File: config.mk
export PLATFORM = sky130hd
export DESIGN_NAME = fcs_ctrl
export DESIGN_NICKNAME = d
export VERILOG_FILES = /design/src/verilog/fcs_pkg.sv /design/src/verilog/fcs_bus_cycle.sv /design/src/verilog/fcs_ctrl.sv
export SDC_FILE = /design/constraint.sdc
export NUM_CORES = 1
export LEC_CHECK = 0
export BUFFER_PORTS_ARGS = -buffer_cell sky130_fd_sc_hd__buf_2
export CORE_ASPECT_RATIO = 0.8
export CORE_UTILIZATION = 35
export CTS_CLUSTER_SIZE = 16
export DETAILED_ROUTE_END_ITERATION = 6
export GPL_ROUTABILITY_DRIVEN = 0
export MAX_ROUTING_LAYER = met4
export PLACE_DENSITY = 0.58
export REMOVE_ABC_BUFFERS = 1
export SLEW_MARGIN = 20
export SYNTH_ARGS = -nofsm -noshare
export SYNTH_HDL_FRONTEND = slang
export SYNTH_SLANG_ARGS = --single-unit
export TNS_END_PERCENT = 50
File: constraint.sdc
create_clock -name CLOCK -period 5.45 [get_ports CLOCK]
set_clock_uncertainty 0.05 [all_clocks]
set_input_delay 0.2725 -clock CLOCK [delete_from_list [all_inputs] [get_ports CLOCK]]
set_output_delay 0.2725 -clock CLOCK [all_outputs]
set_load 0.01 [all_outputs]
File: src/verilog/fcs_pkg.sv
/*
 Shared constants and types of the flash command sequencer controller.
 Assumes a 125 MHz system clock and a word or byte wide parallel flash.
*/
`default_nettype none
package fcs_pkg;
	localparam int CLK_MHZ = 125;
	localparam int T_SETUP_NS = 20;
	localparam int T_WP_NS = 40;
	localparam int T_HOLD_NS = 20;
	localparam int T_GAP_NS = 30;
	localparam int T_ACC_NS = 100;
	localparam int T_SUSP_US = 20;
	localparam logic [7:0] SETUP_CYC = 8'((T_SETUP_NS * CLK_MHZ + 999) / 1000);
	localparam logic [7:0] WP_CYC = 8'((T_WP_NS * CLK_MHZ + 999) / 1000);
	localparam logic [7:0] HOLD_CYC = 8'((T_HOLD_NS * CLK_MHZ + 999) / 1000);
	localparam logic [7:0] GAP_CYC = 8'((T_GAP_NS * CLK_MHZ + 999) / 1000);
	localparam logic [7:0] SYNC_CYC = 8'h03;
	localparam logic [7:0] RD_CYC = 8'((T_ACC_NS * CLK_MHZ + 999) / 1000) + SYNC_CYC;
	localparam logic [11:0] SUSP_CYC = 12'(T_SUSP_US * CLK_MHZ);
	localparam logic [19:0] ADDR_U1_WORD = 20'h00555;
	localparam logic [19:0] ADDR_U2_WORD = 20'h002aa;
	localparam logic [19:0] ADDR_U1_BYTE = 20'h00aaa;
	localparam logic [19:0] ADDR_U2_BYTE = 20'h00555;
	localparam logic [19:0] PV_OFF_WORD = 20'h00002;
	localparam logic [19:0] PV_OFF_BYTE = 20'h00004;
	localparam logic [7:0] D_UNLOCK1 = 8'haa;
	localparam logic [7:0] D_UNLOCK2 = 8'h55;
	localparam logic [7:0] D_PROGRAM = 8'ha0;
	localparam logic [7:0] D_BYPASS = 8'h20;
	localparam logic [7:0] D_BYP_EXIT1 = 8'h90;
	localparam logic [7:0] D_BYP_EXIT2 = 8'h00;
	localparam logic [7:0] D_ERASE = 8'h80;
	localparam logic [7:0] D_CHIP = 8'h10;
	localparam logic [7:0] D_SECTOR = 8'h30;
	localparam logic [7:0] D_SUSPEND = 8'hb0;
	localparam logic [7:0] D_RESUME = 8'h30;
	localparam logic [7:0] D_AUTOSEL = 8'h90;
	localparam logic [7:0] D_RESET = 8'hf0;
	localparam int TOGGLE_BIT = 6;
	localparam int TIMEOUT_BIT = 5;
	localparam int AV_AW = 3;
	localparam logic [AV_AW-1:0] REG_CMD = 3'h0;
	localparam logic [AV_AW-1:0] REG_ADDR = 3'h1;
	localparam logic [AV_AW-1:0] REG_WDATA = 3'h2;
	localparam logic [AV_AW-1:0] REG_STATUS = 3'h3;
	localparam logic [AV_AW-1:0] REG_RDATA = 3'h4;
	localparam int CMD_BYTE_BIT = 8;
	localparam int ST_BUSY_BIT = 0;
	localparam int ST_BYPASS_BIT = 1;
	localparam int ST_ERASING_BIT = 2;
	localparam int ST_SUSP_BIT = 3;
	localparam int ST_AUTOSEL_BIT = 4;
	localparam int ST_READY_BIT = 5;
	localparam int ST_ERROR_BIT = 6;
	localparam int ST_REFUSED_BIT = 7;
	typedef enum logic [3:0] {OP_READ, OP_RESET, OP_PROGRAM, OP_BYP_ENTER, OP_BYP_PROG,
		OP_BYP_RESET, OP_CHIP_ERASE, OP_SECTOR_ERASE, OP_SUSPEND, OP_RESUME, OP_AUTOSEL,
		OP_PROT_VERIFY, OP_POLL} fcs_op_type;
	typedef enum logic [2:0] {K_WR, K_RD, K_POLL, K_WAIT, K_END} fcs_kind_type;
	typedef struct packed {
		fcs_kind_type kind;
		logic [19:0] addr;
		logic [15:0] data;
	} fcs_step_type;
endpackage
`default_nettype wire

File: src/verilog/fcs_bus_cycle.sv
/*
 One asynchronous flash bus cycle, write or read, timed in system clocks.
 Assumes the start pulse comes from logic on the same clock and that
 the data bus returns from the flash pins without a clock.
*/
`timescale 1ns/1ns
`default_nettype none
module fcs_bus_cycle (
	input wire logic clk,
	input wire logic rst_n,
	input wire logic start,
	input wire logic is_read,
	input wire logic [19:0] addr,
	input wire logic [15:0] wdata,
	output logic done,
	output logic [15:0] rdata,
	output logic [19:0] fl_addr,
	output logic [15:0] fl_dq_out,
	output logic fl_dq_oe,
	input wire logic [15:0] fl_dq_in,
	output logic fl_ce_n,
	output logic fl_we_n,
	output logic fl_oe_n
);
	import fcs_pkg::*;
	typedef enum logic [2:0] {BC_IDLE, BC_SETUP, BC_STROBE, BC_HOLD, BC_GAP} fcs_bc_type;
	fcs_bc_type ph_q;
	logic [7:0] cnt_q;
	logic rd_q;
	logic [15:0] dq_s1_q;
	logic [15:0] dq_s2_q;
	logic [15:0] dq_s3_q;

	always_ff @(posedge clk or negedge rst_n) begin
		if (!rst_n) begin
			dq_s1_q <= 16'h0000;
			dq_s2_q <= 16'h0000;
			dq_s3_q <= 16'h0000;
		end else begin
			dq_s1_q <= fl_dq_in;
			dq_s2_q <= dq_s1_q;
			dq_s3_q <= dq_s2_q;
		end
	end

	always_ff @(posedge clk or negedge rst_n) begin
		if (!rst_n) begin
			ph_q <= BC_IDLE;
			cnt_q <= 8'h00;
			rd_q <= 1'b0;
			done <= 1'b0;
			rdata <= 16'h0000;
			fl_addr <= 20'h00000;
			fl_dq_out <= 16'h0000;
			fl_dq_oe <= 1'b0;
			fl_ce_n <= 1'b1;
			fl_we_n <= 1'b1;
			fl_oe_n <= 1'b1;
		end else begin
			done <= 1'b0;
			unique case (ph_q)
				BC_IDLE: begin
					if (start) begin
						// Address and data settle before either strobe falls
						fl_addr <= addr;
						fl_dq_out <= is_read ? 16'h0000 : wdata;
						fl_dq_oe <= !is_read;
						rd_q <= is_read;
						fl_ce_n <= 1'b0;
						cnt_q <= SETUP_CYC;
						ph_q <= BC_SETUP;
					end
				end
				BC_SETUP: begin
					if (cnt_q == 8'h01) begin
						fl_oe_n <= !rd_q;
						fl_we_n <= rd_q;
						cnt_q <= rd_q ? RD_CYC : WP_CYC;
						ph_q <= BC_STROBE;
					end else begin
						cnt_q <= cnt_q - 8'h01;
					end
				end
				BC_STROBE: begin
					if (cnt_q != 8'h01) begin
						cnt_q <= cnt_q - 8'h01;
					end else if (!rd_q) begin
						// Write strobe rises first with data still held
						fl_we_n <= 1'b1;
						cnt_q <= HOLD_CYC;
						ph_q <= BC_HOLD;
					end else if (dq_s2_q == dq_s3_q) begin
						// Status bits may still move, so wait for two equal samples
						rdata <= dq_s3_q;
						fl_oe_n <= 1'b1;
						fl_ce_n <= 1'b1;
						cnt_q <= GAP_CYC;
						ph_q <= BC_GAP;
					end
				end
				BC_HOLD: begin
					if (cnt_q == 8'h01) begin
						fl_ce_n <= 1'b1;
						fl_dq_oe <= 1'b0;
						cnt_q <= GAP_CYC;
						ph_q <= BC_GAP;
					end else begin
						cnt_q <= cnt_q - 8'h01;
					end
				end
				BC_GAP: begin
					if (cnt_q == 8'h01) begin
						done <= 1'b1;
						ph_q <= BC_IDLE;
					end else begin
						cnt_q <= cnt_q - 8'h01;
					end
				end
				default: ph_q <= BC_IDLE;
			endcase
		end
	end
endmodule
`default_nettype wire

File: src/verilog/fcs_ctrl.sv
/*
 Host-side controller that issues unlock-prefixed command sequences to a
 parallel boot-sector flash and reports the flash mode to software.
 Assumes an Avalon-MM master on the system clock and a flash whose pins
 are wired straight to the FL_ ports, with the ready/busy line pulled up.
*/
// Chosen here: the Avalon-MM slave port and the register addresses.
//
// Function
// - Unlock addresses 555/2AA word, AAA/555 byte
// - Program is AA, 55, A0, then data
// - Bypass entered by AA, 55, 20 first
// - Bypass program is A0 then data
// - Bypass exit is 90 then 00
// - Erase is AA,55,80,AA,55 then 10/30
// - Suspend is one B0 write
// - Reset command leaves autoselect or timeout
// - Autoselect is AA, 55, 90, then read
// - All sequence cycles are writes except reads
`timescale 1ns/1ns
`default_nettype none
module fcs_ctrl (
	input wire logic CLOCK,
	input wire logic RESET_N,
	input wire logic [fcs_pkg::AV_AW-1:0] AVS_ADDRESS,
	input wire logic AVS_READ,
	input wire logic AVS_WRITE,
	input wire logic [31:0] AVS_WRITEDATA,
	output logic [31:0] AVS_READDATA,
	output logic AVS_WAITREQUEST,
	output logic [19:0] FL_ADDR,
	output logic [15:0] FL_DQ_OUT,
	output logic FL_DQ_OE,
	input wire logic [15:0] FL_DQ_IN,
	output logic FL_CE_N,
	output logic FL_WE_N,
	output logic FL_OE_N,
	output logic FL_BYTE_N,
	input wire logic FL_READY_BUSY
);
	import fcs_pkg::*;
	typedef enum logic [1:0] {ST_IDLE, ST_STEP, ST_BUS, ST_WAIT} fcs_state_type;

	fcs_state_type state_q;
	fcs_op_type op_q;
	fcs_step_type cur;
	logic [2:0] idx_q;
	logic byte_mode_q;
	logic [19:0] tgt_addr_q;
	logic [15:0] wdata_q;
	logic [15:0] rdata_q;
	logic bypass_q;
	logic erasing_q;
	logic sector_erase_q;
	logic suspended_q;
	logic autosel_q;
	logic error_q;
	logic refused_q;
	logic poll_n_q;
	logic tmo_seen_q;
	logic [15:0] poll_prev_q;
	logic [11:0] wait_q;
	logic bc_start_q;
	logic bc_done;
	logic [15:0] bc_rdata;
	logic rb_s1_q;
	logic rb_s2_q;
	logic rb_s3_q;
	logic ready_q;
	logic [31:0] reg_rd;
	logic busy;
	logic acc_wr;
	logic cmd_acc;
	logic cmd_ok;
	logic toggled;
	logic poll_fail;
	logic at_end;
	logic clr_wr;

	// Sequence table: one bus step per index
	function automatic fcs_step_type seq_step(fcs_op_type op, logic [2:0] idx, logic bm,
			logic [19:0] ta, logic [15:0] wd);
		fcs_step_type s;
		logic [19:0] u1;
		logic [19:0] u2;
		logic [19:0] sa;
		logic [7:0] c3;
		s = '{K_END, 20'h00000, 16'h0000};
		u1 = bm ? ADDR_U1_BYTE : ADDR_U1_WORD;
		u2 = bm ? ADDR_U2_BYTE : ADDR_U2_WORD;
		// Only the sector bits survive, upper address bits of commands stay zero
		sa = bm ? {ta[19:13], 13'h0000} : {1'b0, ta[18:12], 12'h000};
		unique case (op)
			OP_PROGRAM: c3 = D_PROGRAM;
			OP_BYP_ENTER: c3 = D_BYPASS;
			OP_CHIP_ERASE, OP_SECTOR_ERASE: c3 = D_ERASE;
			default: c3 = D_AUTOSEL;
		endcase
		unique case (op)
			OP_READ: if (idx == 3'h0) s = '{K_RD, ta, 16'h0000};
			OP_RESET: if (idx == 3'h0) s = '{K_WR, 20'h00000, {8'h00, D_RESET}};
			OP_BYP_PROG: begin
				if (idx == 3'h0) s = '{K_WR, 20'h00000, {8'h00, D_PROGRAM}};
				else if (idx == 3'h1) s = '{K_WR, ta, wd};
				else if (idx == 3'h2) s = '{K_POLL, ta, 16'h0000};
			end
			OP_BYP_RESET: begin
				if (idx == 3'h0) s = '{K_WR, 20'h00000, {8'h00, D_BYP_EXIT1}};
				else if (idx == 3'h1) s = '{K_WR, 20'h00000, {8'h00, D_BYP_EXIT2}};
			end
			OP_SUSPEND: begin
				if (idx == 3'h0) s = '{K_WR, 20'h00000, {8'h00, D_SUSPEND}};
				else if (idx == 3'h1) s = '{K_WAIT, 20'h00000, 16'h0000};
			end
			OP_RESUME: if (idx == 3'h0) s = '{K_WR, 20'h00000, {8'h00, D_RESUME}};
			OP_POLL: if (idx == 3'h0) s = '{K_POLL, ta, 16'h0000};
			default: begin
				// Upper data byte driven zero in every command cycle
				unique case (idx)
					3'h0: s = '{K_WR, u1, {8'h00, D_UNLOCK1}};
					3'h1: s = '{K_WR, u2, {8'h00, D_UNLOCK2}};
					3'h2: s = '{K_WR, u1, {8'h00, c3}};
					3'h3: begin
						if (op == OP_PROGRAM) s = '{K_WR, ta, wd};
						else if (op == OP_AUTOSEL) s = '{K_RD, ta, 16'h0000};
						else if (op == OP_PROT_VERIFY)
							s = '{K_RD, sa | (bm ? PV_OFF_BYTE : PV_OFF_WORD), 16'h0000};
						else if (op != OP_BYP_ENTER) s = '{K_WR, u1, {8'h00, D_UNLOCK1}};
					end
					3'h4: begin
						if (op == OP_PROGRAM) s = '{K_POLL, ta, 16'h0000};
						else if (op == OP_CHIP_ERASE || op == OP_SECTOR_ERASE)
							s = '{K_WR, u2, {8'h00, D_UNLOCK2}};
					end
					3'h5: begin
						if (op == OP_CHIP_ERASE) s = '{K_WR, u1, {8'h00, D_CHIP}};
						else if (op == OP_SECTOR_ERASE) s = '{K_WR, sa, {8'h00, D_SECTOR}};
					end
					default: s = '{K_END, 20'h00000, 16'h0000};
				endcase
			end
		endcase
		return s;
	endfunction

	always_comb begin
		cur = seq_step(op_q, idx_q, byte_mode_q, tgt_addr_q, wdata_q);
	end

	assign busy = state_q != ST_IDLE;
	assign acc_wr = AVS_WRITE && !AVS_WAITREQUEST;
	assign cmd_acc = acc_wr && AVS_ADDRESS == REG_CMD;
	assign clr_wr = acc_wr && AVS_ADDRESS == REG_STATUS;
	assign toggled = bc_rdata[TOGGLE_BIT] ^ poll_prev_q[TOGGLE_BIT];
	assign poll_fail = state_q == ST_BUS && bc_done && cur.kind == K_POLL && poll_n_q &&
		toggled && bc_rdata[TIMEOUT_BIT] && tmo_seen_q;
	assign at_end = state_q == ST_STEP && cur.kind == K_END;

	// Unknown codes and illegal mode changes never reach the pins
	always_comb begin
		unique case (AVS_WRITEDATA[3:0])
			4'(OP_SUSPEND): cmd_ok = erasing_q && sector_erase_q && !suspended_q;
			4'(OP_RESUME): cmd_ok = suspended_q;
			4'(OP_BYP_PROG): cmd_ok = bypass_q;
			default: cmd_ok = AVS_WRITEDATA[3:0] <= 4'(OP_POLL);
		endcase
	end

	always_comb begin
		reg_rd = 32'h00000000;
		unique case (AVS_ADDRESS)
			REG_ADDR: reg_rd[19:0] = tgt_addr_q;
			REG_WDATA: reg_rd[15:0] = wdata_q;
			REG_RDATA: reg_rd[15:0] = rdata_q;
			REG_CMD: reg_rd[3:0] = op_q;
			REG_STATUS: begin
				reg_rd[ST_BUSY_BIT] = busy;
				reg_rd[ST_BYPASS_BIT] = bypass_q;
				reg_rd[ST_ERASING_BIT] = erasing_q;
				reg_rd[ST_SUSP_BIT] = suspended_q;
				reg_rd[ST_AUTOSEL_BIT] = autosel_q;
				reg_rd[ST_READY_BIT] = ready_q;
				reg_rd[ST_ERROR_BIT] = error_q;
				reg_rd[ST_REFUSED_BIT] = refused_q;
			end
			default: reg_rd = 32'h00000000;
		endcase
	end

	// Answer one cycle after the request; order and target writes stall while busy
	always_ff @(posedge CLOCK or negedge RESET_N) begin
		if (!RESET_N) begin
			AVS_WAITREQUEST <= 1'b1;
			AVS_READDATA <= 32'h00000000;
		end else if (!AVS_WAITREQUEST) begin
			AVS_WAITREQUEST <= 1'b1;
		end else if (AVS_READ) begin
			AVS_WAITREQUEST <= 1'b0;
			AVS_READDATA <= reg_rd;
		end else if (AVS_WRITE && !(busy && AVS_ADDRESS < REG_STATUS)) begin
			AVS_WAITREQUEST <= 1'b0;
		end
	end

	always_ff @(posedge CLOCK or negedge RESET_N) begin
		if (!RESET_N) begin
			tgt_addr_q <= 20'h00000;
			wdata_q <= 16'h0000;
		end else if (acc_wr && AVS_ADDRESS == REG_ADDR) begin
			tgt_addr_q <= AVS_WRITEDATA[19:0];
		end else if (acc_wr && AVS_ADDRESS == REG_WDATA) begin
			wdata_q <= AVS_WRITEDATA[15:0];
		end
	end

	// Ready/busy pin, filtered
	always_ff @(posedge CLOCK or negedge RESET_N) begin
		if (!RESET_N) begin
			rb_s1_q <= 1'b1;
			rb_s2_q <= 1'b1;
			rb_s3_q <= 1'b1;
			ready_q <= 1'b1;
		end else begin
			rb_s1_q <= FL_READY_BUSY;
			rb_s2_q <= rb_s1_q;
			rb_s3_q <= rb_s2_q;
			if (rb_s2_q == rb_s3_q) ready_q <= rb_s3_q;
		end
	end

	// Sticky error flags: a new event wins over a clear in the same cycle
	always_ff @(posedge CLOCK or negedge RESET_N) begin
		if (!RESET_N) begin
			error_q <= 1'b0;
			refused_q <= 1'b0;
		end else begin
			error_q <= poll_fail || (error_q && !(clr_wr && AVS_WRITEDATA[ST_ERROR_BIT]));
			refused_q <= (cmd_acc && !cmd_ok) ||
				(refused_q && !(clr_wr && AVS_WRITEDATA[ST_REFUSED_BIT]));
		end
	end

	// Flash mode as the host has driven it
	always_ff @(posedge CLOCK or negedge RESET_N) begin
		if (!RESET_N) begin
			bypass_q <= 1'b0;
			erasing_q <= 1'b0;
			sector_erase_q <= 1'b0;
			suspended_q <= 1'b0;
			autosel_q <= 1'b0;
		end else if (at_end) begin
			unique case (op_q)
				OP_BYP_ENTER: bypass_q <= 1'b1;
				OP_BYP_RESET: bypass_q <= 1'b0;
				OP_CHIP_ERASE, OP_SECTOR_ERASE: begin
					erasing_q <= 1'b1;
					sector_erase_q <= op_q == OP_SECTOR_ERASE;
				end
				OP_SUSPEND: suspended_q <= 1'b1;
				OP_RESUME: suspended_q <= 1'b0;
				OP_AUTOSEL, OP_PROT_VERIFY: autosel_q <= 1'b1;
				OP_RESET: autosel_q <= 1'b0;
				// A settled toggle bit while suspended does not mean the erase is done
				OP_POLL: if (!suspended_q) erasing_q <= 1'b0;
				default: autosel_q <= autosel_q;
			endcase
		end
	end

	always_ff @(posedge CLOCK or negedge RESET_N) begin
		if (!RESET_N) begin
			state_q <= ST_IDLE;
			op_q <= OP_READ;
			idx_q <= 3'h0;
			byte_mode_q <= 1'b0;
			FL_BYTE_N <= 1'b1;
			rdata_q <= 16'h0000;
			poll_n_q <= 1'b0;
			tmo_seen_q <= 1'b0;
			poll_prev_q <= 16'h0000;
			wait_q <= 12'h000;
			bc_start_q <= 1'b0;
		end else begin
			bc_start_q <= 1'b0;
			FL_BYTE_N <= !byte_mode_q;
			unique case (state_q)
				ST_IDLE: begin
					if (cmd_acc && cmd_ok) begin
						op_q <= fcs_op_type'(AVS_WRITEDATA[3:0]);
						byte_mode_q <= AVS_WRITEDATA[CMD_BYTE_BIT];
						idx_q <= 3'h0;
						poll_n_q <= 1'b0;
						tmo_seen_q <= 1'b0;
						state_q <= ST_STEP;
					end
				end
				ST_STEP: begin
					unique case (cur.kind)
						K_WR, K_RD, K_POLL: begin
							bc_start_q <= 1'b1;
							state_q <= ST_BUS;
						end
						K_WAIT: begin
							wait_q <= SUSP_CYC;
							state_q <= ST_WAIT;
						end
						K_END: state_q <= ST_IDLE;
					endcase
				end
				ST_BUS: begin
					if (bc_done) begin
						state_q <= ST_STEP;
						if (cur.kind == K_POLL) begin
							// Two reads in a row decide
							poll_prev_q <= bc_rdata;
							poll_n_q <= 1'b1;
							if (poll_n_q && !toggled) begin
								idx_q <= idx_q + 3'h1;
								poll_n_q <= 1'b0;
							end else if (poll_n_q && bc_rdata[TIMEOUT_BIT]) begin
								tmo_seen_q <= 1'b1;
								if (tmo_seen_q) begin
									// Still toggling after timeout: back to array
									op_q <= OP_RESET;
									idx_q <= 3'h0;
								end
							end
						end else begin
							if (cur.kind == K_RD)
								rdata_q <= op_q == OP_PROT_VERIFY ?
									{8'h00, bc_rdata[7:0]} : bc_rdata;
							idx_q <= idx_q + 3'h1;
						end
					end
				end
				ST_WAIT: begin
					if (wait_q == 12'h001) begin
						idx_q <= idx_q + 3'h1;
						state_q <= ST_STEP;
					end else begin
						wait_q <= wait_q - 12'h001;
					end
				end
			endcase
		end
	end

	fcs_bus_cycle u_cycle (
		.clk(CLOCK),
		.rst_n(RESET_N),
		.start(bc_start_q),
		.is_read(cur.kind != K_WR),
		.addr(cur.addr),
		.wdata(cur.data),
		.done(bc_done),
		.rdata(bc_rdata),
		.fl_addr(FL_ADDR),
		.fl_dq_out(FL_DQ_OUT),
		.fl_dq_oe(FL_DQ_OE),
		.fl_dq_in(FL_DQ_IN),
		.fl_ce_n(FL_CE_N),
		.fl_we_n(FL_WE_N),
		.fl_oe_n(FL_OE_N)
	);
endmodule
`default_nettype wire

# --- Word level (Yosys, flattened, before mapping) ---
# Cells that the tools add are included.
# W data, S select, Z words.
word_totals:
  reg_bits: 234
  input_bits: 56
  output_inout_bits: 74
  elab_cells: 307
classes:
  n_addsub: 3
  magnitude_cmp: 2
  n_eq_ne: 64
  mux: 110
  n_bitwise: 5
  reduce_logical: 83
op_table:
  columns: ["op", "n"]
  rows:
  - ["$mux W39", 19]
  - ["$pmux W39 S7", 1]
  - ["$pmux W39 S6", 1]
  - ["$mux W8", 7]
  - ["$pmux W8 S3", 2]
  - ["$mux W3", 15]
  - ["$pmux W8 S5", 1]
  - ["$mux W12", 3]
  - ["$mux W16", 2]
  - ["$eq A4 B4 Y1 const B", 7]
  - ["$mux W4", 7]
  - ["$mux W1", 27]
  - ["$eq A3 B2 Y1 const B", 8]
  - ["$logic_and A1 B1 Y1", 24]
  - ["$pmux W12 S2", 1]
  - ["$reduce_and A6 Y1", 4]
  - ["$eq A4 B3 Y1 const B", 5]
  - ["$mux W20", 1]
  - ["$ne A2 B2 Y1 const B", 10]
  - ["$or A20 B3 Y20", 1]
  - ["$pmux W4 S5", 1]
  - ["$reduce_and A4 Y1", 5]
  - ["$ne A2 B1 Y1 const B", 9]
  - ["$pmux W1 S2", 9]
  - ["46 further kinds", 97]

# --- Longest topological paths before layout ---
# Gate-level depths: netlist of run 1.
depth:
  word_depth: 14
  ltp_mapped: 10
  depth_no_buf: 8

# --- Modules after synthesis ---
# From an unflattened synthesis of run 1, not the netlist that was laid out.
hier_totals:
  cells_unflattened: 1034
  hier_area_um2: 11074.4
by_module_without_submodules:
  columns: ["mod", "instances", "cells_per_inst", "area_each_um2", "seq_area_each_um2"]
  rows:
  - ["fcs_ctrl", 1, 686, 6419.9, 2785.2]
  - ["fcs_bus_cycle", 1, 348, 4654.5, 2931.6]

# --- Least setup slack after synthesis of run 1 ---
# No wires, ideal clock.
synth_path:
  path_type: "flip-flop to flip-flop"
  start: "reg idx_q[1]"
  end: "reg rdata_q[6]"
  setup_time_ns: 0.125
  t_arrival_ns: 2.410
  required_ns: 5.275
  setup_slack_ns: 2.865
  path_stages_with_launch: 10
  n_path_buf: 2
  synth_period_minus_slack_ns: 2.585
  cell_sequence: "dfrtp_1 -> ha_1 -> ha_1 -> clkbuf_1 -> a21bo_2 -> nor2_1 -> a211oi_4 -> nor4_4 -> buf_6 -> mux2_4"
synth_between:
  elab_chain_cells: 8
  word_cells_on_any_way: 23
  cone_classes: "7 x eq/ne; 13 x mux; 1 x bitwise; 2 x reduce/logical"
synth_rtl:
  columns: ["item", "line", "rtl"]
  rows:
  - ["from (decl)", "fcs_ctrl.sv:47", "logic [2:0] idx_q;"]
  - ["from (signal assigned)", "fcs_ctrl.sv:318", "idx_q <= idx_q + 3'h1;"]
  - ["from (signal assigned)", "fcs_ctrl.sv:332", "idx_q <= idx_q + 3'h1;"]
  - ["from (signal assigned)", "fcs_ctrl.sv:338", "idx_q <= idx_q + 3'h1;"]
  - ["$eq A3 B2 Y1", "fcs_ctrl.sv:105, fcs_ctrl.sv:119", null]
  - ["$mux W39", "fcs_ctrl.sv:105", "else if (idx == 3'h2) s = '{K_POLL, ta, 16'h0000};"]
  - ["$mux W39", "fcs_ctrl.sv:104", "else if (idx == 3'h1) s = '{K_WR, ta, wd};"]
  - ["$mux W39", "fcs_ctrl.sv:103", "if (idx == 3'h0) s = '{K_WR, 20'h00000, {8'h00, D_PROGRAM}};"]
  - ["$pmux W39 S7 *", "fcs_ctrl.sv:99", "unique case (op)"]
  - ["$eq A3 B2 Y1", "fcs_ctrl.sv:313", "if (cur.kind == K_POLL) begin"]
  - ["$not A1 Y1 (no source line)", null, null]
  - ["$reduce_and A4 Y1 (no source line) *", null, null]
  - ["to (signal assigned)", "fcs_ctrl.sv:330", "rdata_q <= op_q == OP_PROT_VERIFY ?"]
  - ["to (decl)", "fcs_ctrl.sv:51", "logic [15:0] rdata_q;"]
# Mark *: on every way between the ends. The rest lies on a longest branch, timed or not.
# A chain may end at the register's enable or synchronous reset.

# --- Worst setup path in the final report of run 1 ---
layout_path:
  start: "reg idx_q[1]"
  end: "reg u_cycle.fl_dq_out[6]"
layout_between:
  elab_chain_cells: 7
  word_cells_on_any_way: 21
  cone_classes: "5 x eq/ne; 14 x mux; 2 x reduce/logical"
layout_rtl:
  columns: ["item", "line", "rtl"]
  rows:
  - ["$eq A3 B2 Y1", "fcs_ctrl.sv:105, fcs_ctrl.sv:119", null]
  - ["$mux W39", "fcs_ctrl.sv:105", null]
  - ["$mux W39", "fcs_ctrl.sv:104", null]
  - ["$mux W39", "fcs_ctrl.sv:103", null]
  - ["$pmux W39 S7 *", "fcs_ctrl.sv:99", null]
  - ["$reduce_bool A3 Y1", "fcs_ctrl.sv:352", ".is_read(cur.kind != K_WR),"]
  - ["$mux W16 *", "fcs_bus_cycle.sv:66", "fl_dq_out <= is_read ? 16'h0000 : wdata;"]
  - ["to (signal assigned)", "fcs_bus_cycle.sv:66", null]
  - ["to (decl)", "fcs_bus_cycle.sv:18", "output logic [15:0] fl_dq_out,"]
# Marked as above.

==> impl_results.rst, run 1 <==
.. list-table::
   :header-rows: 1

   * - Metric
     - Value
   * - Status
     - complete, no violations
   * - Kind of start point of the critical path
     - flip-flop
   * - Worst-path fanout max
     - 16
   * - Clock Latency Late Sink
     - 0.53 ns
   * - Global-route usage over all layers
     - 18.7%
   * - Synthesis-stage register bit count
     - 228
   * - Switching portion of total power
     - about a third
   * - Normalized max-slew margin
     - 29.5%
   * - Die Y-Extent
     - 160 um
   * - Proportion of power drawn by combinational gates
     - a little over a quarter
   * - Buffers added on ports
     - 105
   * - Upper clock frequency limit
     - between 200 and 300 MHz
   * - Filler cells
     - 2912
   * - Number of nets with antenna violations after routing
     - 0
   * - TritonCTS clock tree
     - done
   * - Max H-tree Level
     - 1
   * - Sequential share of the synthesized area
     - a little over half
   * - Maximum Capacitance Violations
     - 0
   * - Worst setup path class
     - flip-flop to flip-flop
   * - Post-Synthesis Mean Instance Area
     - about 11 sq um
   * - Number of violations reported at the end of detailed-routing iteration 0
     - 824
   * - Fin. Hold Viols
     - 0
   * - Wire length of the first global-routing pass
     - roughly 45000 um
   * - Final wirelength
     - 28200 um
   * - Number of buffers on the longest clock path
     - 3
   * - Setup TNS after final layout
     - 0 ns
   * - Detailed-route wire length per cell
     - 17.9 um
   * - Clock transition at the registers of the reported paths
     - 0.06 ns
   * - Sequential Power Share
     - 41.9%
   * - Maximum cell stage delay along the critical path
     - 0.57 ns
   * - Layout cells sized above 1
     - 21.9%
   * - Synthesis Warnings
     - 0
   * - Core Rows
     - 57
   * - Top FF cell, synth
     - sky130_fd_sc_hd__dfrtp_1
   * - Count of pins over their slew limit
     - 0
   * - Detailed-route DRC error count
     - 0
   * - Multi-input gate area
     - between 4000 and 5000 sq um
   * - Type of element capturing the critical path
     - flip-flop
   * - Starting Density
     - 35.6%
   * - Worst-case hold slack
     - 0.0331 ns
   * - Largest net degree at the start of global routing
     - 118
   * - Largest delay contributor family on the critical path
     - compound AO/OA/AOI/OAI gates
   * - Placed wire-length estimate after detailed placement
     - 19900 um
   * - Nets
     - 1206
   * - Cell-by-cell listing of the critical path
     - inv_1, ha_1, nor2b_1, a21o_1, a32o_1, nand2b_1, o31ai_1
   * - Synthesis-to-layout area growth
     - 19.3%
   * - Slew at the pin with the worst max-slew slack
     - between 1 and 1.5 ns
   * - Setup repair after global routing missed its margin
     - no
   * - Internal Dissipation
     - 0.00377 W
   * - Average vias per placed instance
     - 5.30
   * - Number of antenna violations at the first check in global routing
     - 1
   * - Total vias in the final route
     - roughly 8300
   * - Post-synth cell types
     - 84
   * - Number of standard cells after synthesis
     - roughly 1000
   * - Power share of the clock group
     - 30.8%
   * - Overall die width
     - around 200 um
   * - Vias in the first global route
     - approximately 8000
   * - Slowest stage cell, crit path
     - sky130_fd_sc_hd__a32o_1
   * - Static leakage power
     - a little under 6 nW
   * - Number of buffers created by CTS
     - 25
   * - Flip-flop and latch area
     - 5720 sq um
   * - Final setup violating endpoints
     - 0
   * - Number of buffers added for setup after CTS
     - 0
   * - Final critical path time including I/O delays and setup
     - approximately 3.4 ns
   * - Share of the cycle needed by the critical path after routing
     - 61.7%
   * - Buffer type at the clock tree root
     - sky130_fd_sc_hd__clkbuf_16
   * - Buffers plus inverters on the worst setup path
     - 1
   * - Number of synthesized flops with an enable pin
     - 0
   * - Die Outline Area
     - 31700 sq um
   * - Number of iterations in the first detailed-routing pass
     - 5
   * - Clock Sink Count
     - 228
   * - Aggregate global routing overflow
     - 0
   * - Power per unit of standard cell area
     - 441 nW/um^2
   * - Power spent charging and discharging nets
     - 0.00194 W
   * - Synth Cell Area
     - 10900 sq um
   * - Placeable core area
     - 30500 sq um
   * - Type of the worst min-delay path
     - input pin to flip-flop
   * - Peak supply drop
     - 190 uV
   * - CP Data Arrival Time
     - 3.74 ns
   * - Boundary pin count
     - 130
   * - Share of async-settable or async-resettable flops after synthesis
     - 100%
   * - Required time at the worst-slack endpoint
     - between 5 and 6 ns
-- cell usage after synthesis, types with 5 or more instances --
cell,number,share of area [%]
sky130_fd_sc_hd__o21ai_0,69,3.2
sky130_fd_sc_hd__xor2_1,25,2.0
sky130_fd_sc_hd__mux2_2,65,6.7
sky130_fd_sc_hd__nand2b_1,17,0.98
sky130_fd_sc_hd__mux2i_1,13,1.2
sky130_fd_sc_hd__a31oi_1,12,0.69
sky130_fd_sc_hd__o211ai_1,6,0.42
sky130_fd_sc_hd__o41ai_1,5,0.40
sky130_fd_sc_hd__a21o_1,6,0.42
sky130_fd_sc_hd__nor2_1,69,2.4
sky130_fd_sc_hd__nand4_1,5,0.29
sky130_fd_sc_hd__a221o_1,5,0.46
sky130_fd_sc_hd__nand3_1,26,1.2
sky130_fd_sc_hd__o31ai_1,14,0.97
sky130_fd_sc_hd__o21a_1,11,0.76
sky130_fd_sc_hd__nand3b_1,6,0.42
sky130_fd_sc_hd__nand4b_1,5,0.40
sky130_fd_sc_hd__nor2b_1,9,0.52
sky130_fd_sc_hd__dfstp_2,9,2.2
sky130_fd_sc_hd__buf_2,8,0.37
sky130_fd_sc_hd__and2_1,8,0.46
sky130_fd_sc_hd__a22o_1,19,1.5
sky130_fd_sc_hd__or3_1,8,0.46
sky130_fd_sc_hd__a22oi_1,21,1.5
sky130_fd_sc_hd__dfrtp_1,219,50
sky130_fd_sc_hd__ha_1,9,1.0
sky130_fd_sc_hd__buf_4,14,0.97
sky130_fd_sc_hd__clkbuf_1,38,1.3
sky130_fd_sc_hd__nor3_1,18,0.83
sky130_fd_sc_hd__a21oi_1,50,2.3
sky130_fd_sc_hd__nand2_1,104,3.6
sky130_fd_sc_hd__inv_1,26,0.90
sky130_fd_sc_hd__nor4_1,8,0.46
-- cell families after synthesis --
family | count (synthesis) | share of synthesized area [%]
and+or+nand+nor | 311 | 15.0
AOI/OAI and AO/OA | 265 | 16.6
DFF | 228 | 52.7
buffers and inverters | 92 | 3.90
muxes | 81 | 8.43
xor gates and xnor gates | 27 | 2.18
adders and majority gates | 10 | 1.13
other | 1 | 0.0346
-- stage by stage --
stage / setup WS (ns) / std cells / total power [W] / utilization (%) / area (sq um)
floorplan: 2.38 / 962 / 0.00337 / - / 10600
global placement: 2.19 / 1491 / 0.00391 / 38.5 / 11700
detailed placement: 2.20 / 1491 / 0.00394 / 38.5 / 11700
CTS: 2.18 / 1573 / 0.00575 / 42.5 / 12900
global route: 1.88 / 1574 / 0.00605 / 42.5 / 12900
finish: 2.09 / 1574 / 0.00571 / 42.5 / 12900
-- metal layers --
| metal | up-vias | global-route usage, % | routed length, um |
|---|---|---|---|
| li1 | 3922 | - | - |
| met1 | 4125 | 27.6 | 13700 |
| met2 | 259 | 26.3 | 12200 |
| met3 | 42 | 3.54 | 1710 |
| met4 | 0 | 4.20 | 552 |
| met5 | - | - | 0 |
-- state kept, by name (all words and copies together) (netlist names), 3 cells and up --
register	cells
AVS_READDATA	20
idx_q	3
op_q	4
rdata_q	16
tgt_addr_q	20
u_cycle.cnt_q	8
u_cycle.dq_s1_q	16
u_cycle.dq_s2_q	16
u_cycle.dq_s3_q	16
u_cycle.fl_addr	20
u_cycle.fl_dq_out	16
u_cycle.ph_q	3
u_cycle.rdata	16
wait_q	12
wdata_q	16
-- placed cells by master (no fill, tap or decap), drive strengths merged, types with 4 or more instances in the layout --
| cell | instances |
|---|---|
| a211oi | 5 |
| a21boi | 4 |
| a21o | 6 |
| a21oi | 51 |
| a221o | 5 |
| a221oi | 4 |
| a22o | 19 |
| a22oi | 21 |
| a31oi | 12 |
| and2 | 8 |
| buf | 116 |
| clkbuf | 38 |
| clkinv | 5 |
| conb | 12 |
| dfrtp | 219 |
| dfstp | 9 |
| dlygate4sd3 | 36 |
| ha | 9 |
| inv | 28 |
| mux2 | 67 |
| mux2i | 13 |
| nand2 | 104 |
| nand2b | 17 |
| nand3 | 26 |
| nand3b | 6 |
| nand4 | 5 |
| nand4b | 5 |
| nor2 | 69 |
| nor2b | 9 |
| nor3 | 19 |
| nor3b | 4 |
| nor4 | 13 |
| o211ai | 6 |
| o21a | 11 |
| o21ai | 69 |
| o31ai | 14 |
| o41ai | 5 |
| or3 | 8 |
| xor2 | 25 |
-- final timing paths --
| path | slack [ns] | from | to | cells past startpoint |
|---|---|---|---|---|
| min | 0.03 | AVS_WRITEDATA[2] | wdata_q[2] | 2 |
| min in group asynchronous | 0.30 | RESET_N | u_cycle.fl_dq_out[7] | 2 |
| min reg2reg | 0.30 | u_cycle.dq_s1_q[12] | u_cycle.dq_s2_q[12] | 0 |
| max in group asynchronous | 3.78 | RESET_N | u_cycle.dq_s1_q[6] | 3 |
| max reg2reg | 2.09 | idx_q[1] | u_cycle.fl_dq_out[6] | 7 |
| max | 2.09 | idx_q[1] | u_cycle.fl_dq_out[6] | 7 |
-- timing repair --
item | in CTS | in global routing
endpoints found under the hold margin | 162 | 0
resized for setup | 0 | 0
hold buffers | 36 | 0
-- power by group through the flow --
stage | registers [W] | logic, W | clock network, W
4_1_cts | 0.00238 | 0.00156 | 0.00180
6_report | 0.00239 | 0.00156 | 0.00176
2_1_floorplan | 0.00234 | 0.00103 | 0
3_3_place_gp | 0.00240 | 0.00151 | 0
3_5_place_dp | 0.00241 | 0.00153 | 0
5_1_grt | 0.00243 | 0.00174 | 0.00187
-- final cells by class --
class	instances	area share (%)
sequential	228	44.2
timing repair buffer	152	7.56
multi-input combinational	706	36.8
tap	413	3.99
clock inverter	8	0.947
antenna	1	0.0193
clock buffer	38	5.75
inverter	28	0.812
Note: power is estimated with default switching activity, not from simulation.
==> run 2, diff against run 1 <==
--- a/config.mk
+++ b/config.mk
@@ -5,6 +5,7 @@
 export SDC_FILE = /design/constraint.sdc
 export NUM_CORES = 1
 export LEC_CHECK = 0
+export ABC_AREA = 1
 export BUFFER_PORTS_ARGS = -buffer_cell sky130_fd_sc_hd__buf_2
 export CORE_ASPECT_RATIO = 0.8
 export CORE_UTILIZATION = 35
@@ -12,7 +13,7 @@
 export DETAILED_ROUTE_END_ITERATION = 6
 export GPL_ROUTABILITY_DRIVEN = 0
 export MAX_ROUTING_LAYER = met4
-export PLACE_DENSITY = 0.58
+export PLACE_DENSITY = 0.59
 export REMOVE_ABC_BUFFERS = 1
 export SLEW_MARGIN = 20
 export SYNTH_ARGS = -nofsm -noshare
==> constraint.sdc (replaced) <==
create_clock -name CLOCK -period 2.8 [get_ports CLOCK]
set_clock_uncertainty 0.05 [all_clocks]
set_input_delay 0.14 -clock CLOCK [delete_from_list [all_inputs] [get_ports CLOCK]]
set_output_delay 0.14 -clock CLOCK [all_outputs]
set_load 0.01 [all_outputs]
==> run 2 against run 1 <==
Compared with the run above: register-to-register slack got worse by 1.8 ns; area after synthesis up 0.15%; worst hold slack better by 0.017 ns; non-clock buffer count increased by 16; utilization is 0.88 points higher; worst setup slack worse by 1.8 ns; combinational power decreased by 61%; routed wire length is 3.4% higher; largest cell class unchanged.
==> impl_results.rst, run 2 <==
.. list-table::
   :header-rows: 1

   * - Metric
     - Value
   * - Status
     - complete, no violations
   * - Buffer type at the clock tree root
     - sky130_fd_sc_hd__clkbuf_16
   * - Number of standard cells after synthesis
     - ~1300
   * - Number of buffers created by CTS
     - 25
   * - Top FF cell, synth
     - sky130_fd_sc_hd__dfrtp_1
   * - Adder-cell share of the synthesized area
     - under 10%
   * - Upper clock frequency limit
     - 401 MHz
   * - Number of antenna violations at the first check in global routing
     - 3
   * - Clock Latency Late Sink
     - 0.53 ns
   * - Static leakage power
     - 6.66 nW
   * - Power per unit of standard cell area
     - 592 nW/um^2
   * - Fraction of the mapped netlist area in compound gates
     - 13.2%
   * - Clock Sink Count
     - between 200 and 250
   * - Core Rows
     - 57
   * - Clock transition at the registers of the reported paths
     - 0.06 ns
   * - Largest net degree at the start of global routing
     - 73
   * - Total vias in the final route
     - just over 9000
   * - Maximum Capacitance Violations
     - 0
   * - Post-CTS sizing
     - 0
   * - Largest registers
     - AVS_READDATA: 20 flops, tgt_addr_q: 20 flops, u_cycle.fl_addr: 20 flops
   * - Synthesis Warnings
     - 0
   * - Multiplexer area fraction after synthesis
     - less than 1%
   * - Setup TNS after final layout
     - 0 ns
   * - Final wirelength
     - 29100 um
   * - Synthesis-to-layout area growth
     - 21.6%
   * - Largest delay contributor family on the critical path
     - simple AND/OR/NAND/NOR gates
   * - TritonCTS clock tree
     - done
   * - Slew at the pin with the worst max-slew slack
     - 0.793 ns
   * - Required time at the worst-slack endpoint
     - 3.14 ns
   * - Overall die width
     - 199 um
   * - Largest family of logic cells by synthesized area
     - simple AND/OR/NAND/NOR gates
   * - Buffers plus inverters on the worst setup path
     - 4
   * - Worst setup path class
     - flip-flop to flip-flop
   * - Cell-by-cell listing of the critical path
     - inv_1, ha_1, inv_1, nor2_1, inv_2, o21ai_1, nand2_1, nand2_4, nand2_2, nor2_4, inv_2, nand2_1, o21ai_1
   * - Layout cells sized above 1
     - between 10% and 20%
   * - Share of Yosys cell area claimed by the top area cell type
     - 50.4%
   * - Detailed-route DRC error count
     - 0
   * - Number of buffers added for setup after CTS
     - 0
   * - Parity-gate share of the synthesized area counting xor and xnor cells
     - 2.42%
   * - Buffers added on ports
     - approximately 110
   * - Vias in the first global route
     - slightly below 9000
   * - Filler cells
     - 3081
   * - Worst-path fanout max
     - 20
   * - Final setup violating endpoints
     - 0
   * - Peak supply drop
     - 382 uV
   * - Die Outline Area
     - roughly 32000 sq um
   * - Post-synth cell types
     - 52
   * - Post-route core utilization
     - 43.4%
   * - Type of element capturing the critical path
     - flip-flop
   * - Post-route cell area
     - 13200 sq um
   * - Die Y-Extent
     - around 160 um
   * - Number of synthesized flops with an enable pin
     - 0
   * - Wire length of the first global-routing pass
     - between 40000 and 50000 um
   * - Type of the worst min-delay path
     - input pin to async pin
   * - Maximum cell stage delay along the critical path
     - between 0.4 and 0.5 ns
   * - Share of the cycle needed by the critical path after routing
     - 89.1%
   * - Post-Synthesis Mean Instance Area
     - 8.30 sq um
   * - Placed wire-length estimate after detailed placement
     - 21400 um
   * - Post-synth top cells
     - sky130_fd_sc_hd__nand2_1, sky130_fd_sc_hd__dfrtp_1, sky130_fd_sc_hd__inv_1
   * - Sequential share of the synthesized area
     - 52.6%
   * - Aggregate global routing overflow
     - 0
   * - Average vias per placed instance
     - 4.83
   * - Number of violations reported at the end of detailed-routing iteration 0
     - 801
   * - Share of synthesized cell area in and, or, nand and nor gates
     - 22.9%
   * - Share of async-settable or async-resettable flops after synthesis
     - 100%
   * - Global-route usage over all layers
     - 19.1%
   * - Synth Cell Area
     - around 11000 sq um
   * - Worst-case register-to-register setup slack
     - around 0.3 ns
   * - Slowest stage cell, crit path
     - sky130_fd_sc_hd__dfrtp_1
   * - Final critical path time including I/O delays and setup
     - around 2.5 ns
   * - CP Data Arrival Time
     - about 2.8 ns
   * - Normalized max-slew margin
     - a little under half
   * - Most frequent standard cell in the layout excluding fill and tap cells
     - sky130_fd_sc_hd__nand2_1
   * - Kind of start point of the critical path
     - flip-flop
   * - Max H-tree Level
     - 1
   * - Number of buffers on the longest clock path
     - 3
   * - Detailed-route wire length per cell
     - 15.3 um
   * - Library cell with the highest instance count after synthesis
     - sky130_fd_sc_hd__nand2_1
   * - Number of nets with antenna violations after routing
     - 0
   * - Boundary pin count
     - 130
   * - Count of pins over their slew limit
     - 0
   * - Synth top area cells
     - sky130_fd_sc_hd__dfrtp_1, sky130_fd_sc_hd__nand2_1, sky130_fd_sc_hd__o21ai_0
   * - Largest area contributor in the synthesized netlist
     - sky130_fd_sc_hd__dfrtp_1
   * - Post-place instance area
     - 11900 sq um
   * - Synthesis-stage register bit count
     - approximately 230
   * - Starting Density
     - 35.7%
   * - Nets
     - 1540
   * - Leading cell types in the layout, fill and taps excluded
     - sky130_fd_sc_hd__nand2_1, sky130_fd_sc_hd__dfrtp_1, sky130_fd_sc_hd__inv_1, sky130_fd_sc_hd__o21ai_0, sky130_fd_sc_hd__nor2_1
   * - Placeable core area
     - 30500 sq um
   * - Final Total Pwr
     - 0.00782 W
   * - Cts hold-fix bufs
     - about 40
   * - Fin. Hold Viols
     - 0
   * - Setup repair after global routing missed its margin
     - no
   * - Number of iterations in the first detailed-routing pass
     - 5
## run 2: worst reg2reg max path: stages (launching register included)
cell                      delay [ns]
sky130_fd_sc_hd__dfrtp_1        0.45
sky130_fd_sc_hd__inv_1          0.11
sky130_fd_sc_hd__ha_1           0.21
sky130_fd_sc_hd__inv_1          0.08
sky130_fd_sc_hd__nor2_1         0.36
sky130_fd_sc_hd__inv_2          0.17
sky130_fd_sc_hd__o21ai_1        0.11
sky130_fd_sc_hd__nand2_1        0.09
sky130_fd_sc_hd__nand2_4        0.14
sky130_fd_sc_hd__nand2_2        0.08
sky130_fd_sc_hd__nor2_4         0.16
sky130_fd_sc_hd__inv_2          0.18
sky130_fd_sc_hd__nand2_1        0.10
sky130_fd_sc_hd__o21ai_1        0.06
## run 2: layer usage
metal | vias to the layer above | track usage (%) | part of all wire, %
met4 | 0 | 4.72 | 2.2
met3 | 47 | 3.99 | 7.3
met1 | 4287 | 28.0 | 50
li1 | 4563 | - | -
met5 | - | - | 0
met2 | 331 | 26.5 | 41
## run 2: final cells by class
type / instances / area, sq um / area share, %
sequential: 228 / 5720 / 43.3
multi-input combinational: 902 / 4400 / 33.3
timing repair buffer: 168 / 1140 / 8.60
clock buffer: 33 / 726 / 5.49
inverter: 150 / 566 / 4.28
tap: 413 / 517 / 3.91
clock inverter: 12 / 140 / 1.06
antenna: 3 / 7.51 / 0.0568
## run 2: logic make-up (layout without fill, tap and decap cells)
| group | after synthesis | after routing |
|---|---|---|
| AND/OR/NAND/NOR | 588 | 588 |
| AO/OA/AOI/OAI | 258 | 258 |
| flip-flops | 228 | 228 |
| buffers and inverters | 191 | 363 |
| XOR/XNOR | 30 | 30 |
| adder cells (fa/ha/maj) | 10 | 10 |
| multiplexers | 4 | 4 |
| other | 1 | 15 |
## run 2: final timing paths
path,cells past startpoint,start,to
max reg2reg,13,idx_q[1],rdata_q[2]
min in group CLOCK,6,AVS_ADDRESS[0],refused_q
min reg2reg,0,u_cycle.dq_s1_q[0],u_cycle.dq_s2_q[0]
max,13,idx_q[1],rdata_q[2]
max in group asynchronous,3,RESET_N,rb_s1_q
min,2,RESET_N,u_cycle.cnt_q[7]
## run 2: power by group
group / internal (W) / switching (W) / leakage [nW] / total, W
Combinational: 0.000249 / 0.000355 / 3.25 / 0.000603
Sequential: 0.00352 / 0.000259 / 2.98 / 0.00378
Clock: 0.00209 / 0.00134 / 0.430 / 0.00343
Total: 0.00586 / 0.00195 / 6.66 / 0.00782
## run 2: metrics by stage
step           cells  worst slack (ns)  hold WS [ns]
2_1_floorplan   1280             0.492        -0.206
3_3_place_gp    1820             0.440        0.0158
3_5_place_dp    1820             0.352        0.0157
4_1_cts         1906             0.327        0.0422
5_1_grt         1909             0.126        0.0918
6_report        1909             0.305        0.0502
